[config.mk]
export PLATFORM = sky130hd
export DESIGN_NAME = padc_top
export DESIGN_NICKNAME = d
export VERILOG_FILES = /design/src/rtl/padc_pkg.sv /design/src/rtl/padc_stage.sv /design/src/rtl/padc_top.sv
export SDC_FILE = /design/constraint.sdc
export NUM_CORES = 1
export LEC_CHECK = 0
export BUFFER_PORTS_ARGS = -buffer_cell sky130_fd_sc_hd__clkbuf_2
export CORE_UTILIZATION = 46
export DETAILED_ROUTE_END_ITERATION = 10
export GPL_TIMING_DRIVEN = 0
export PLACE_DENSITY = 0.65
export SYNTH_ARGS = -nofsm -noshare
export SYNTH_HDL_FRONTEND = slang
export SYNTH_HIERARCHICAL = 1
export SYNTH_SLANG_ARGS = --single-unit
export TNS_END_PERCENT = 10
[constraint.sdc]
create_clock -name clk -period 2.1 [get_ports clk]
set_input_delay 0.21 -clock clk [delete_from_list [all_inputs] [get_ports clk]]
set_output_delay 0.21 -clock clk [all_outputs]
set_load 0.05 [all_outputs]
[src/rtl/padc_pkg.sv]
// constants and carrier types for the pipelined converter output logic
// What this block does
// - every rising conversion clock edge starts conversion
// - both inputs sampled together into pipeline
// - result valid at third rising edge
// - one conversion per cycle, latency three
// - twelve bit two's complement, msb highest
// - overflow high only at extreme codes
// - idle timer refreshes dynamic logic when stopped
// - gain select high unity, low double
`default_nettype none
package padc_pkg;
    localparam int unsigned DATA_W        = 12;               // result width
    localparam int unsigned LATENCY       = 3;                // conversion edges to output
    localparam int unsigned CLK_HZ        = 10_000_000;       // system clock rate
    localparam int unsigned IDLE_US       = 1000;             // idle refresh interval, 1 ms
    localparam int unsigned IDLE_CYC      = IDLE_US * (CLK_HZ / 1_000_000); // cycles in idle interval
    localparam int unsigned MIN_RATE_HZ   = 20_000;           // slowest accurate conversion rate
    localparam logic [11:0] CODE_MAX      = 12'h7ff;          // most positive code
    localparam logic [11:0] CODE_MIN      = 12'h800;          // most negative code
    localparam logic [11:0] RESULT_RST    = 12'h000;          // result after reset

    // one analog sample as the core sees it
    typedef struct packed {
        logic signed [12:0] pos;  // positive input, digitised
        logic signed [12:0] neg;  // negative input, digitised
    } padc_sample_t;

    // output word with its flag
    typedef struct packed {
        logic [11:0] result_bits;
        logic        overflow_flag;
    } padc_out_t;
endpackage
`default_nettype wire

[src/rtl/padc_stage.sv]
// one pipeline stage register of the converter
`default_nettype none
module padc_stage #(
    parameter int unsigned W = 12
) (
    // clock and reset
    input  wire logic         clk,
    input  wire logic         rst,
    // advance strobe and data
    input  wire logic         adv,
    input  wire logic [W-1:0] din,
    output logic      [W-1:0] dout
);
    logic [W-1:0] data_q;  // held stage value
    logic [W-1:0] data_d;  // next stage value

    // move on each conversion start only
    always_comb begin
        data_d = adv ? din : data_q;
    end

    // register the stage
    always_ff @(posedge clk or posedge rst) begin
        if (rst) begin
            data_q <= '0;
        end else begin
            data_q <= data_d;
        end
    end

    assign dout = data_q;
endmodule
`default_nettype wire

[src/rtl/padc_top.sv]
// conversion timing, pipeline, overflow and idle refresh for the converter
`default_nettype none
module padc_top #(
    parameter int unsigned IDLE_CYCLES = padc_pkg::IDLE_CYC  // idle refresh interval in cycles
) (
    // clock and reset
    input  wire logic                clk,
    input  wire logic                rst,
    // conversion clock from capture logic, sampled
    input  wire logic                conv_clk,
    // gain select, high unity, low double
    input  wire logic                gain_sel,
    // digitised analog inputs
    input  wire logic signed [12:0]  ain_pos,
    input  wire logic signed [12:0]  ain_neg,
    // result outputs
    output logic [11:0]              result_bits,
    output logic                     overflow_flag,
    // refresh strobe, one cycle
    output logic                     refresh
);
    localparam int unsigned W = padc_pkg::DATA_W;

    // edge detect on conversion clock
    logic conv_prev_q;
    logic conv_prev_d;
    logic start;      // rising edge seen
    assign start = conv_clk & ~conv_prev_q;

    // next value of the edge detector: the level seen this cycle
    always_comb begin
        conv_prev_d = conv_clk;
    end

    // register the previous level; reset to the idle low level so that
    // no false start follows reset
    always_ff @(posedge clk or posedge rst) begin
        if (rst) begin
            conv_prev_q <= 1'b0;
        end else begin
            conv_prev_q <= conv_prev_d;
        end
    end

    // sample both inputs together, apply gain, saturate;
    // the core halves the difference so that a full 13-bit swing spans the code
    // at unity gain, and double gain skips that halving
    padc_pkg::padc_sample_t smp;
    logic signed [14:0] diff;    // differential input, gain applied
    logic        [W-1:0] code;   // saturated code
    always_comb begin
        smp.pos = ain_pos;
        smp.neg = ain_neg;
        diff = 15'(smp.pos) - 15'(smp.neg);
        if (!gain_sel) begin
            diff = diff <<< 1;  // gain of two halves span
        end
        diff = diff >>> 1;  // unity gain spans the core
        if (diff > 15'sd2047) begin
            code = padc_pkg::CODE_MAX;
        end else if (diff < -15'sd2048) begin
            code = padc_pkg::CODE_MIN;
        end else begin
            code = diff[W-1:0];  // two's complement
        end
    end

    // two held stages plus the output register give three starts of latency;
    // one more stage would push the word past its capture edge
    logic [W-1:0] stg [0:padc_pkg::LATENCY-1];  // stg[0] is the fresh code
    assign stg[0] = code;
    genvar gi;
    generate
        for (gi = 0; gi < padc_pkg::LATENCY - 1; gi++) begin : g_stage
            padc_stage #(.W(W)) u_stage (
                .clk  (clk),
                .rst  (rst),
                .adv  (start),
                .din  (stg[gi]),
                .dout (stg[gi+1])
            );
        end
    endgenerate

    // output word and overflow register together
    padc_pkg::padc_out_t out_q;
    padc_pkg::padc_out_t out_d;
    // load only on a start, so the word stands until the next one
    always_comb begin
        out_d = out_q;
        if (start) begin
            out_d.result_bits   = stg[padc_pkg::LATENCY-1];
            out_d.overflow_flag = (stg[padc_pkg::LATENCY-1] == padc_pkg::CODE_MAX) ||
                                  (stg[padc_pkg::LATENCY-1] == padc_pkg::CODE_MIN);
        end
    end

    // register word and flag as one, so they always change together
    always_ff @(posedge clk or posedge rst) begin
        if (rst) begin
            out_q <= '{result_bits: padc_pkg::RESULT_RST, overflow_flag: 1'b0};
        end else begin
            out_q <= out_d;
        end
    end

    // outputs come straight from the word register
    assign result_bits   = out_q.result_bits;
    assign overflow_flag = out_q.overflow_flag;

    // idle timer for dynamic logic refresh
    logic [31:0] idle_q;
    logic [31:0] idle_d;
    logic        refresh_q;
    logic        refresh_d;
    // a start wins over a due refresh, as the clock is running again
    always_comb begin
        idle_d    = idle_q;
        refresh_d = 1'b0;
        if (start) begin
            idle_d = '0;
        end else if (idle_q >= IDLE_CYCLES - 1) begin
            idle_d    = '0;      // restart for the next interval
            refresh_d = 1'b1;
        end else begin
            idle_d = idle_q + 32'h1;
        end
    end

    // register timer and refresh strobe
    always_ff @(posedge clk or posedge rst) begin
        if (rst) begin
            idle_q    <= '0;
            refresh_q <= 1'b0;
        end else begin
            idle_q    <= idle_d;
            refresh_q <= refresh_d;
        end
    end

    assign refresh = refresh_q;

    // helper for the refresh checks: cycles since the last start or refresh,
    // counted apart from the timer, so that a fault in the timer shows up
    logic [31:0] gap_q;  // cycles since a start or a refresh
    logic [31:0] gap_d;  // next helper count
    // next helper count; it stops one past the limit so it cannot wrap
    always_comb begin
        gap_d = gap_q;
        if (start) begin
            gap_d = '0;             // a start opens a new interval
        end else if (refresh_q) begin
            gap_d = 32'h1;          // first cycle after a refresh
        end else if (gap_q <= IDLE_CYCLES) begin
            gap_d = gap_q + 32'h1;  // count up to one past the limit
        end
    end

    // register the helper count
    always_ff @(posedge clk or posedge rst) begin
        if (rst) begin
            gap_q <= '0;
        end else begin
            gap_q <= gap_d;
        end
    end
endmodule
`default_nettype wire

; Word level (Yosys, flattened, before mapping)
; Cells that the tools add are included.
[word_totals]
ff_bits = 71
output_inout_bits = 14
inputBits = 30
[classes]
mux = 7
add_sub_neg = 2
order_cmp = 3
n_bitwise = 2
eq_ne = 2
n_reduce_logical = 1
[op_table]
columns = cell, count
row1 = two-way mux 32 bit, 2
row2 = adder 32 x 1 -> 32 bit (second input constant), 1
row3 = greater-or-equal comparator 32 x 14 -> 1 bit (second input constant), 1
row4 = two-way mux 12 bit, 2
row5 = > comparator 14 x 12 -> 1 bit (second input constant), 1
row6 = < comparator 14 x 12 -> 1 bit (second input constant), 1
row7 = two-way mux 14 bit, 1
row8 = subtractor 13 x 13 -> 14 bit, 1
row9 = == test 12 x 11 -> 1 bit (second input constant), 1
row10 = == test 12 bit (second input constant), 1
row11 = two-way mux 1 bit, 2
row12 = AND 1 bit, 1
row13 = logical OR 1 bit, 1
row14 = NOT 1 bit, 1

; Depth between registers and ports, before layout
; Gate-level depths: netlist of run 1.
[logic_depth]
word_depth = 5
mapped_depth = 13
depth_no_buf = 12

; Hierarchy
; Netlist of run 1, hierarchy kept.
[by_module_without_submodules]
columns = module, area_per_inst_um2, seq_area_each_um2, cells_each, n_inst
row1 = padc_top, 2782.7, 1176.1, 280, 1
row2 = padc_stage, 488.0, 300.3, 26, 2

; Least setup slack after synthesis of run 1
; Ideal clock, no wire load.
[synth_timing]
path_type = input to register
start = in ain_pos[0]
end = reg g_stage[0].u_stage.data_q[6]
arrival_ns = 2.607
slack_ns = -0.571
stages = 13
n_path_buf = 1
setup_time_ns = 0.064
path_cell_list = inv_1 ha_1 inv_1 fa_1 a211oi_2 o211a_1 nor2_2 o41ai_4 xnor2_1 buf_2 nor2_1 nor4_2 mux2_4
[synth_via]
elab_chain_len = 5
elab_cells_between_ends = 6
classes_between = add/sub: 1 / order compare: 2 / mux: 3
[synth_lines]
columns = element, line
row1 = from (decl), padc_top.sv:14  ; input wire logic signed [12:0] ain_pos,
row2 = subtractor 13 x 13 -> 14 bit (*), padc_top.sv:54  ; diff = 15'(smp.pos) - 15'(smp.neg);
row3 = two-way mux 14 bit, padc_top.sv:55  ; if (!gain_sel) begin
row4 = < comparator 14 x 12 -> 1 bit, padc_top.sv:61  ; end else if (diff < -15'sd2048) begin
row5 = two-way mux 12 bit, padc_top.sv:61
row6 = two-way mux 12 bit (*), padc_top.sv:59  ; if (diff > 15'sd2047) begin
row7 = net code[6], padc_top.sv:50  ; logic [W-1:0] code;
row8 = to (signal assigned), padc_stage.sv:27  ; data_q <= data_d;
row9 = to (decl), padc_stage.sv:14  ; logic [W-1:0] data_q;
; Mark *: on every way through the listed nets, which the timed path passes. The rest lies on a longest branch.
; A chain may end at the register's enable or synchronous reset.

; Final worst setup path of run 1
[layout_timing]
start = in ain_pos[0]
end = reg g_stage[0].u_stage.data_q[9]
; Same word-level chain as after synthesis.

==> summary.txt, run 1 <==
Run status
  • Outcome: finished with violations
  • Violations in the final reports: setup timing

Clock tree
  • Sinks on Clock Net: 71
  • Worst-case clock buffer depth: 2
  • Clock buffers created by TritonCTS: 9
  • Clock root buffer: sky130_fd_sc_hd__clkbuf_8
  • H-tree levels: 3
  • Insertion delay of the later-clocked pin in the worst-skew pair: about 0.33 ns
  • Clock tree from TritonCTS: done
  • Clock slew at the register clock pins of the worst setup and hold paths: approximately 0.08 ns

Logic synthesis
  • Mapped Area: between 0.003 and 0.004 sq mm
  • Total number of yosys warnings: 6
  • Fraction of synthesis flops using an asynchronous set or reset pin: 1.00
  • Post-synthesis cell type count: between 50 and 60
  • Syn_area_per_cell: roughly 11 sq um
  • EDFF count, synth: 0
  • Biggest area contributors in the synthesized netlist: sky130_fd_sc_hd__dfrtp_1 47%, sky130_fd_sc_hd__mux2_4 8.0%, sky130_fd_sc_hd__mux2_2 4.8%, sky130_fd_sc_hd__ha_1 4.7%, sky130_fd_sc_hd__xnor2_1 2.6%
  • Share of the yosys chip area belonging to registers: 0.473
  • #FFs+latches synth: 71
  • Fraction of post-synthesis cell area in the top cell type by area: 0.473
  • Yosys top cell by area: sky130_fd_sc_hd__dfrtp_1
  • Synth Instances: about 330
  • Synth Flop Type: sky130_fd_sc_hd__dfrtp_1

STA
  • Layout Skew: ~0.011 ns
  • Final Hold Fails: 0
  • Final TNS setup: -3.07 ns
  • Final Cycle Share: 1.13
  • Unrepaired setup endpoints after global routing: true
  • Post-layout min period: 2.36 ns
  • Final worst slack: -0.263 ns
  • Fmax achieved: roughly 420 MHz
  • Setup-violating endpoint count in the final report: 32
  • Max-slew violation total from the final report: 0

Pwr
  • Largest voltage drop on the vdd net: ~440 uV
  • Total power per unit cell area: just under 1000 mW/mm^2
  • Leak: between 2 and 2.5 nW
  • Total power: roughly 0.0047 W

Drt
  • Ratio of routed vias to standard cells: between 5 and 6
  • Initial DRC Count: 90
  • Count of unresolved DRC violations after routing: 0
  • DR pass1 iterations: 4
  • Vias post-DR: about 2800
  • Average detailed-routed wire length per instance: 13.2 microns
  • Total wirelength of the detailed-routed design: between 7000 and 8000 microns
  • Count of antenna-violating nets left after detailed routing: 0

Global routing
  • Vias in the first global route: between 2000 and 3000
  • Largest net degree at the start of global routing: 46
  • GRT Total Usage: 0.168
  • Number of antenna violations at the first check in global routing: 0
  • Wire length of the first global-routing pass: ~11000 microns
  • Overflow left after global routing: 0

Layout
  • Post-Layout Cell Count: 530
  • Filler Cells Inserted: 664
  • Leading cell type in the layout, fill and taps excluded: sky130_fd_sc_hd__dfrtp_1
  • Final non-filler cell area: 0.00475 sq mm
  • Final-stage net count: about 470
  • Commonest cells after routing, fill and taps aside: 71 x sky130_fd_sc_hd__dfrtp_1, 42 x sky130_fd_sc_hd__clkbuf_2, 23 x sky130_fd_sc_hd__nor2_1
  • Fraction of final layout cells sized beyond drive strength 1: 0.362
  • Antenna diode count: 0
  • Layout area overhead: 26.4%
  • Final cell utilization of the core: 0.608

Place
  • Final estimated routing congestion in global placement: roughly 0.88
  • Area after DPL: 0.00423 sq mm
  • Final HPWL from detailed placement: 4980 microns
  • # placed instances: between 400 and 500
  • Number of buffer cells added on primary ports: 43

Worst setup path
  • Required time reported for the critical path endpoint: 2.32 ns
  • Arrival time of the worst setup path: between 2 and 3 ns
  • Depth of the worst register-to-register path: 6
  • Critical Path End Type: flop
  • Category of the worst setup path launch point: primary input
  • Peak fanout along the critical path: 2
  • Beginning of the worst register-to-register path: idle_q[6]
  • Slack of the worst reg-to-reg path: -0.07 ns
  • Crit Reg-Reg Endpoint: idle_q[11]
  • Setup Crit Path Kind: in2reg

Floorplanning
  • Ports placed on the boundary: 44
  • Std cell rows: 32
  • Die H: between 90 and 100 microns
  • Total Die Area: between 0.008 and 0.009 sq mm
  • Initial Utilization: 0.481
  • Floorplan die width: 92.4 microns
  • Placeable Area: between 0.007 and 0.008 sq mm

Flow run
  • Max-capacitance violation count: 0

Hold path
  • Class of the worst hold path: in2async
metal layers:
metal | track usage | part of all wire | vias to the layer above
met5 | 0 | 0 | -
met4 | 0.0716 | 0.029 | 0
met3 | 0.0296 | 0.035 | 21
met2 | 0.270 | 0.46 | 83
li1 | - | - | 1360
met1 | 0.222 | 0.47 | 1288
synthesized netlist by cell type (9+ instances only):
master	number
sky130_fd_sc_hd__a21oi_1	14
sky130_fd_sc_hd__xnor2_1	11
sky130_fd_sc_hd__nand2_1	11
sky130_fd_sc_hd__dfrtp_1	71
sky130_fd_sc_hd__nor2_1	23
sky130_fd_sc_hd__ha_1	14
sky130_fd_sc_hd__inv_1	23
sky130_fd_sc_hd__o21ai_0	10
sky130_fd_sc_hd__mux2_4	20
sky130_fd_sc_hd__mux2_2	16
sky130_fd_sc_hd__o211ai_1	9
sky130_fd_sc_hd__xor2_1	10
critical path: stages:
cell and delay, ns:
sky130_fd_sc_hd__clkbuf_16 0.13, sky130_fd_sc_hd__inv_12 0.04, sky130_fd_sc_hd__ha_4 0.12, sky130_fd_sc_hd__inv_2 0.03, sky130_fd_sc_hd__fa_2 0.34, sky130_fd_sc_hd__a211oi_2 0.23
sky130_fd_sc_hd__o211a_1 0.23, sky130_fd_sc_hd__buf_4 0.11, sky130_fd_sc_hd__buf_4 0.08, sky130_fd_sc_hd__o21bai_1 0.07, sky130_fd_sc_hd__a21oi_1 0.17, sky130_fd_sc_hd__xor2_1 0.31
sky130_fd_sc_hd__o211a_1 0.20, sky130_fd_sc_hd__a211oi_1 0.05, sky130_fd_sc_hd__mux2_4 0.27
worst max path at each step:
| stage | from | to | slack, ns | cells after the start |
|---|---|---|---|---|
| after floorplan | ain_pos[0] | g_stage[0].u_stage/dout[3] | -0.40 | 13 |
| after global placement | ain_pos[0] | g_stage[0].u_stage/dout[2] | -0.86 | 14 |
| after detailed placement | ain_pos[0] | g_stage[0].u_stage/dout[2] | -0.88 | 14 |
| after CTS | ain_pos[0] | g_stage[0].u_stage/dout[2] | -0.40 | 15 |
| after global routing | ain_pos[0] | g_stage[0].u_stage/dout[4] | -0.39 | 15 |
| final | ain_pos[0] | g_stage[0].u_stage/dout[9] | -0.26 | 15 |
cell type report:
cell class                      instances  area (sq um)  area share
Buffer                                 10          71.3      0.0150
Clock buffer                            9           124      0.0261
Clock inverter                          7          71.3      0.0150
Inverter                               25           110      0.0232
Multi-Input combinational cell        243          2060       0.434
Sequential cell                        71          1780       0.374
Tap cell                              102           128      0.0269
Timing Repair Buffer                   63           408      0.0859
stage by stage:
| step | setup slack (ns) | hold WS (ns) |
|---|---|---|
| 6_report | -0.263 | 0.299 |
| 5_1_grt | -0.394 | 0.311 |
| 4_1_cts | -0.404 | 0.277 |
| 3_5_place_dp | -0.883 | 0.0949 |
| 3_3_place_gp | -0.859 | 0.224 |
| 2_1_floorplan | -0.397 | 0.0747 |
kinds of logic (layout without fill, tap and decap cells):
logic type               count (synthesis)  after routing  share of synthesized area
AND/OR/NAND/NOR                         78             78                      0.107
other                                    1             18                   0.000998
flip-flops                              71             71                      0.473
multiplexers                            36             36                      0.128
AO/OA/AOI/OAI                           73             73                      0.143
adder cells (fa/ha/maj)                 16             16                     0.0546
XOR/XNOR                                22             22                     0.0533
buffers and inverters                   35            114                     0.0403
registers in the layout (all words and copies together) (netlist names):
name / cells
conv_prev_q: 1
result_bits: 12
idle_q: 32
g_stage.u_stage/dout: 24
refresh: 1
overflow_flag: 1
power by group:
group | leakage [nW] | switching [W] | internal (W)
clock | 0.103 | 0.000493 | 0.000550
sequential | 0.853 | 0.000232 | 0.00169
combinational | 1.22 | 0.000953 | 0.000745
repair_timing:
item | 4_1_cts | 5_1_grt
pin swaps | 9 | 19
endpoints found under the hold margin | 72 | 0
resized for setup | 12 | 29
endpoints found under the setup margin | 32 | 32
gates cloned | 1 | 1
buffers inserted | 4 | 11
hold buffers | 2 | 0
(Power assumes the default switching activity.)
==> run 2: changes to the inputs <==
--- a/config.mk
+++ b/config.mk
@@ -10,8 +10,9 @@
 export DETAILED_ROUTE_END_ITERATION = 10
 export GPL_TIMING_DRIVEN = 0
 export PLACE_DENSITY = 0.65
+export SKIP_CTS_REPAIR_TIMING = 1
 export SYNTH_ARGS = -nofsm -noshare
 export SYNTH_HDL_FRONTEND = slang
 export SYNTH_HIERARCHICAL = 1
 export SYNTH_SLANG_ARGS = --single-unit
-export TNS_END_PERCENT = 10
+export TNS_END_PERCENT = 20
==> run 2 against run 1 <==
Effect of this change: the flow still finishes with violations (setup timing); largest power group unchanged; final cell count decreased by 0.57%; clock-buffer cell count rose by 1; largest cell class unchanged; global-route usage increased by 0.87 points; wire length rose by 4.1%; clock power increased by 13%; flip-flop and latch count stayed put; die area unchanged; via count fell by 0.25%; final area barely moved; critical path type unchanged; sequential power hardly changed; non-clock buffer count is 4 lower; hold slack better by 0.082 ns.
==> summary.txt, run 2 (synthesis results as in run 1) <==
Global routing
  • Vias in the first global route: 2612 (+2.3%)
  • GRT Total Usage: 0.176 (+0.00868)
  • Number of antenna violations at the first check in global routing: 0 (unchanged)
  • Routing usage on met2: 0.296 (+0.0253)
  • Overflow left after global routing: 0 (unchanged)
  • Global Route met1 Usage: 0.223 (+0.00142)
  • Largest net degree at the start of global routing: 35 (-24%)
  • Most used routing layer in global routing: met2
  • Wire length of the first global-routing pass: 11900 microns (+4.0%)
  • Global routing met3 resource utilization: 0.0369 (+0.00739)

Drt
  • Total wirelength of the detailed-routed design: 7290 microns (+4.1%)
  • Count of unresolved DRC violations after routing: 0 (unchanged)
  • Average detailed-routed wire length per instance: 13.8 microns (+4.7%)
  • Count of antenna-violating nets left after detailed routing: 0 (unchanged)
  • DR pass1 iterations: 4 (unchanged)
  • Initial DRC Count: 77 (-14%)
  • Ratio of routed vias to standard cells: 5.21 (+0.31%)
  • Vias post-DR: 2745 (-0.25%)

Clock tree
  • Clock root buffer: sky130_fd_sc_hd__clkbuf_8
  • Clock tree from TritonCTS: done
  • Clock buffers created by TritonCTS: 9 (unchanged)
  • Clock slew at the register clock pins of the worst setup and hold paths: 0.08 ns (about the same)
  • Insertion delay of the later-clocked pin in the worst-skew pair: 0.34 ns (about the same)
  • H-tree levels: 3 (unchanged)
  • Worst-case clock buffer depth: 2 (unchanged)
  • Sinks on Clock Net: 71 (unchanged)

Worst setup path
  • Library cell contributing the largest single delay on the critical path: sky130_fd_sc_hd__fa_2
  • Crit Reg-Reg Endpoint: idle_q[6]
  • Arrival time of the worst setup path: 2.81 ns (+0.23 ns)
  • Required time reported for the critical path endpoint: 2.32 ns (about the same)
  • Setup Crit Path Kind: in2reg
  • Crit path launch: ain_pos[0]
  • Category of the worst setup path launch point: primary input
  • Critical Path End Type: flop
  • Slack of the worst reg-to-reg path: -0.06 ns (about the same)
  • Biggest cell delay along the critical path: 0.36 ns (+0.02 ns)
  • Peak fanout along the critical path: 5 (+3)
  • Ordered list of cells on the worst path: buf_8 > inv_12 > ha_4 > inv_2 > fa_2 > a211oi_2 > o211a_1 > nor2_2 > o41ai_4 > buf_6 > xnor2_4 > buf_6 > nor3_1 > nor4_2 > mux2_2
  • Beginning of the worst register-to-register path: idle_q[6]
  • Depth of the worst register-to-register path: 6 (unchanged)
  • Cell seen most often among critical-path stages: sky130_fd_sc_hd__buf_6

Floorplanning
  • Ports placed on the boundary: 44 (unchanged)
  • Die H: 92.4 microns (unchanged)
  • Total Die Area: 0.00854 sq mm (unchanged)
  • Std cell rows: 32 (unchanged)
  • Placeable Area: 0.00781 sq mm (unchanged)
  • Floorplan die width: 92.4 microns (unchanged)
  • Initial Utilization: 0.481 (unchanged)

Layout
  • Commonest cells after routing, fill and taps aside: 71 x sky130_fd_sc_hd__dfrtp_1, 43 x sky130_fd_sc_hd__clkbuf_2, 22 x sky130_fd_sc_hd__nor2_1
  • Antenna diode count: 0 (unchanged)
  • Filler Cells Inserted: 655 (-1.4%)
  • Fraction of final layout cells sized beyond drive strength 1: 0.353 (-0.00921)
  • Layout area overhead: 26.3% (about the same)
  • Largest register FFs: 32 (unchanged)
  • Leading cell type in the layout, fill and taps excluded: sky130_fd_sc_hd__dfrtp_1
  • Final-stage net count: 465 (-0.64%)
  • Register with the most flip-flops: idle_q

STA
  • Final Cycle Share: 1.24 (+0.110)
  • Final TNS setup: -4.96 ns (-1.89 ns)
  • Final worst slack: -0.494 ns (-0.231 ns)
  • Final Hold Fails: 0 (unchanged)
  • Post-layout min period: 2.59 ns (+0.231 ns)
  • Unrepaired setup endpoints after global routing: true
  • Max-slew violation total from the final report: 0 (unchanged)
  • Layout Skew: 0.00811 ns (-0.00330 ns)
  • Fmax achieved: 386 MHz (-8.9%)
  • Setup-violating endpoint count in the final report: 22 (-31%)

Hold path
  • Class of the worst hold path: in2async

Pwr
  • Total power per unit cell area: 1020 mW/mm^2 (+3.3%)
  • Total power: 0.00482 W (+3.3%)
  • Leak: 2.17 nW (-0.70%)
  • Largest voltage drop on the vdd net: 395 uV (-9.6%)

Flow run
  • Max-capacitance violation count: 0 (unchanged)

Place
  • Number of buffer cells added on primary ports: 43 (unchanged)
  • Final HPWL from detailed placement: 5200 microns (+4.4%)
  • Final estimated routing congestion in global placement: 0.866 (-1.5%)

Run status
  • Violations in the final reports: setup timing
  • Outcome: finished with violations
==> run 2: changes by cell type in the layout (fill, tap and decap cells not counted), moves of 2 or more <==
cell / change
sky130_fd_sc_hd__a211oi_1: -2
sky130_fd_sc_hd__a211oi_2: +2
sky130_fd_sc_hd__buf_4: -4
sky130_fd_sc_hd__clkinv_2: -3
sky130_fd_sc_hd__clkinv_4: -2
sky130_fd_sc_hd__clkinvlp_4: +2
==> run 2: critical path: cells and delay by family <==
family          cells  cell delay, ns
compound gates      3            0.81
buf+inv             5            0.54
fa+ha+maj           2            0.49
simple gates        3            0.39
mux                 1            0.27
xor+xnor            1            0.10
==> run 2: worst max path at each step <==
| stage | depth (start not counted) | end | slack [ns] |
|---|---|---|---|
| final | 15 | g_stage[0].u_stage/dout[2] | -0.49 |
| after CTS | 14 | g_stage[0].u_stage/dout[2] | -0.51 |
| after global routing | 15 | g_stage[0].u_stage/dout[4] | -0.57 |
| after global placement | 14 | g_stage[0].u_stage/dout[2] | -0.86 |
| after detailed placement | 14 | g_stage[0].u_stage/dout[2] | -0.87 |
| after floorplan | 13 | g_stage[0].u_stage/dout[3] | -0.40 |
==> run 2: area by class of cell <==
type / instances / area (sq um) / area share
inverter: 25 / 110 / 0.0232
sequential: 71 / 1780 / 0.374
multi-input combinational: 244 / 2060 / 0.435
tap: 102 / 128 / 0.0269
timing repair buffer: 59 / 383 / 0.0807
clock inverter: 6 / 92.6 / 0.0195
buffer: 10 / 66.3 / 0.0140
clock buffer: 10 / 128 / 0.0269
==> run 2: per-layer routing <==
metal  share of wire  routed length [microns]  vias up
met5               0                        0        -
met3           0.037                      270       13
met4           0.017                      123        0
met1            0.46                     3330     1284
li1                -                        -     1363
met2            0.49                     3570       85
==> run 2: metrics by stage <==
step                setup slack, ns  area, sq um  std cells  utilization  hold WS (ns)
floorplan                    -0.397         3870        349            -        0.0747
global placement             -0.861         4210        494        0.539         0.224
detailed placement           -0.870         4230        495        0.542         0.196
CTS                          -0.514         4450        511        0.570        -0.178
global route                 -0.566         4750        527        0.608         0.428
finish                       -0.494         4750        527        0.608         0.381
==> run 2: where the power goes <==
part | switching (W) | leakage, nW | internal (W)
registers | 0.000236 | 0.853 | 0.00169
logic | 0.000964 | 1.21 | 0.000742
clock network | 0.000506 | 0.104 | 0.000677
total | 0.00171 | 2.17 | 0.00311
==> run 3: changes to the inputs <==
--- a/config.mk
+++ b/config.mk
@@ -10,6 +10,7 @@
 export DETAILED_ROUTE_END_ITERATION = 10
 export GPL_TIMING_DRIVEN = 0
 export PLACE_DENSITY = 0.65
+export SETUP_SLACK_MARGIN = 0.1
 export SKIP_CTS_REPAIR_TIMING = 1
 export SYNTH_ARGS = -nofsm -noshare
 export SYNTH_HDL_FRONTEND = slang
==> run 3 against run 2 <==
Effect of this change: the flow still finishes with violations (setup timing); largest cell class unchanged; critical path type unchanged; clock power is essentially flat; critical endpoint unchanged; register-to-register slack improved by 0.07 ns; combinational power about the same.
==> summary.txt, run 3 (synthesis results as in run 1) <==
Worst setup path
  • Beginning of the worst register-to-register path: idle_q[6]
  • Peak fanout along the critical path: 5 (unchanged)
  • Crit path launch: ain_pos[0]
  • Required time reported for the critical path endpoint: 2.32 ns (about the same)
  • Slack of the worst reg-to-reg path: 0.01 ns (+0.07 ns)
  • Category of the worst setup path launch point: primary input
  • Critical Path End Type: flop
  • Arrival time of the worst setup path: 2.81 ns (about the same)
  • Setup Crit Path Kind: in2reg

STA
  • Layout Skew: 0.00839 ns (+0.000281 ns)
  • Final Hold Fails: 0 (unchanged)
  • Worst hold margin: 0.381 ns (-0.000428 ns)
  • Final Cycle Share: 1.24 (about the same)
  • Post-layout min period: 2.59 ns (-0.0000490 ns)
  • Final TNS setup: -4.54 ns (+0.418 ns)
  • Unrepaired setup endpoints after global routing: true
  • Final worst slack: -0.494 ns (+0.0000490 ns)
  • Max-slew violation total from the final report: 0 (unchanged)
  • Setup-violating endpoint count in the final report: 12 (-45%)
  • Fmax achieved: 386 MHz (about the same)

Layout
  • Final-stage net count: 465 (unchanged)
  • Final cell utilization of the core: 0.609 (+0.00144)
  • Layout area overhead: 26.6%
  • Register with the most flip-flops: idle_q
  • Final non-filler cell area: 0.00476 sq mm (+0.24%)
  • Commonest cells after routing, fill and taps aside: 71 x sky130_fd_sc_hd__dfrtp_1, 43 x sky130_fd_sc_hd__clkbuf_2, 22 x sky130_fd_sc_hd__nor2_1
  • Fraction of final layout cells sized beyond drive strength 1: 0.358 (+0.00471)
  • Largest register FFs: 32 (unchanged)
  • Storage cell area: 0.00178 sq mm (unchanged)
  • Filler Cells Inserted: 653 (-0.31%)
  • Leading cell type in the layout, fill and taps excluded: sky130_fd_sc_hd__dfrtp_1
  • Antenna diode count: 0 (unchanged)
  • Area of the multi-input gates: 0.00207 sq mm (+0.55%)

Pwr
  • Total power per unit cell area: 1010 mW/mm^2 (-0.22%)
  • Leak: 2.16 nW (-0.30%)
  • Largest voltage drop on the vdd net: 395 uV (about the same)

Drt
  • Count of antenna-violating nets left after detailed routing: 0 (unchanged)
  • Total wirelength of the detailed-routed design: 7300 microns (about the same)
  • Count of unresolved DRC violations after routing: 0 (unchanged)
  • Initial DRC Count: 76 (-1.3%)
  • Average detailed-routed wire length per instance: 13.8 microns (about the same)
  • Vias post-DR: 2741 (-0.15%)
  • DR pass1 iterations: 4 (unchanged)
  • Ratio of routed vias to standard cells: 5.20 (-0.15%)

Run status
  • Violations in the final reports: setup timing
  • Outcome: finished with violations

Hold path
  • Class of the worst hold path: in2async

Floorplanning
  • Floorplan die width: 92.4 microns (unchanged)
  • Placeable Area: 0.00781 sq mm (unchanged)
  • Die H: 92.4 microns (unchanged)
  • Total Die Area: 0.00854 sq mm (unchanged)
  • Initial Utilization: 0.481 (unchanged)
  • Ports placed on the boundary: 44 (unchanged)
  • Std cell rows: 32 (unchanged)

Clock tree
  • Clock buffers created by TritonCTS: 9 (unchanged)
  • Clock root buffer: sky130_fd_sc_hd__clkbuf_8
  • H-tree levels: 3 (unchanged)
  • Insertion delay of the later-clocked pin in the worst-skew pair: 0.34 ns (about the same)
  • Clock tree from TritonCTS: done
  • Clock slew at the register clock pins of the worst setup and hold paths: 0.08 ns (about the same)
  • Worst-case clock buffer depth: 2 (unchanged)
  • Sinks on Clock Net: 71 (unchanged)

Global routing
  • Wire length of the first global-routing pass: 11900 microns (unchanged)
  • Largest net degree at the start of global routing: 35 (unchanged)
  • Overflow left after global routing: 0 (unchanged)
  • Number of antenna violations at the first check in global routing: 0 (unchanged)
  • Vias in the first global route: 2612 (unchanged)
  • GRT Total Usage: 0.176 (unchanged)

Flow run
  • Max-capacitance violation count: 0 (unchanged)

Place
  • Final HPWL from detailed placement: 5200 microns (unchanged)
  • Final estimated routing congestion in global placement: 0.866 (unchanged)
  • Number of buffer cells added on primary ports: 43 (unchanged)
  • Area after DPL: 0.00423 sq mm (unchanged)
## run 3: cell count changes in the layout (fill, tap and decap cells not counted)
cell,change
sky130_fd_sc_hd__nor4_1,-1
sky130_fd_sc_hd__nor4_2,+1
sky130_fd_sc_hd__o31ai_1,-1
sky130_fd_sc_hd__o31ai_2,+1
## run 3: stage by stage
stage,worst slack (ns),instances,power [W]
after floorplan,-0.397,349,0.00312
after global placement,-0.861,494,0.00343
after detailed placement,-0.870,495,0.00349
after CTS,-0.514,511,0.00469
after global routing,-0.566,527,0.00508
final,-0.494,527,0.00482
## run 3: area by class of cell
class / instances / area share
buffer: 10 / 0.0139
clock buffer: 10 / 0.0268
clock inverter: 6 / 0.0195
inverter: 25 / 0.0231
multi-input combinational: 244 / 0.436
sequential: 71 / 0.373
tap: 102 / 0.0268
timing repair buffer: 59 / 0.0805
## run 3: power by group
part	total, W	internal, W	switching (W)
combinational	0.00171	0.000742	0.000964
sequential	0.00193	0.00169	0.000236
clock	0.00118	0.000677	0.000506
## run 3: per-layer routing
layer / vias up / part of all wire / track usage
met5: - / 0 / 0
met4: 0 / 0.017 / 0.0664
met3: 13 / 0.036 / 0.0369
met2: 83 / 0.49 / 0.296
met1: 1283 / 0.46 / 0.223
li1: 1362 / - / -
## run 3: final timing paths
kind | endpoint | depth (start not counted)
min | idle_q[3] | 3
max reg2reg | idle_q[6] | 6
max in group asynchronous | idle_q[21] | 4
min in group clk | idle_q[0] | 1
min reg2reg | idle_q[0] | 1
max | g_stage[0].u_stage/dout[2] | 15
## run 3: critical path: stages
cell and delay (ns):
sky130_fd_sc_hd__buf_8 0.11, sky130_fd_sc_hd__inv_12 0.04, sky130_fd_sc_hd__ha_4 0.13, sky130_fd_sc_hd__inv_2 0.03
sky130_fd_sc_hd__fa_2 0.36, sky130_fd_sc_hd__a211oi_2 0.25, sky130_fd_sc_hd__o211a_1 0.21, sky130_fd_sc_hd__nor2_2 0.07
sky130_fd_sc_hd__o41ai_4 0.35, sky130_fd_sc_hd__buf_6 0.20, sky130_fd_sc_hd__xnor2_4 0.10, sky130_fd_sc_hd__buf_6 0.16
sky130_fd_sc_hd__nor3_1 0.25, sky130_fd_sc_hd__nor4_2 0.07, sky130_fd_sc_hd__mux2_2 0.27
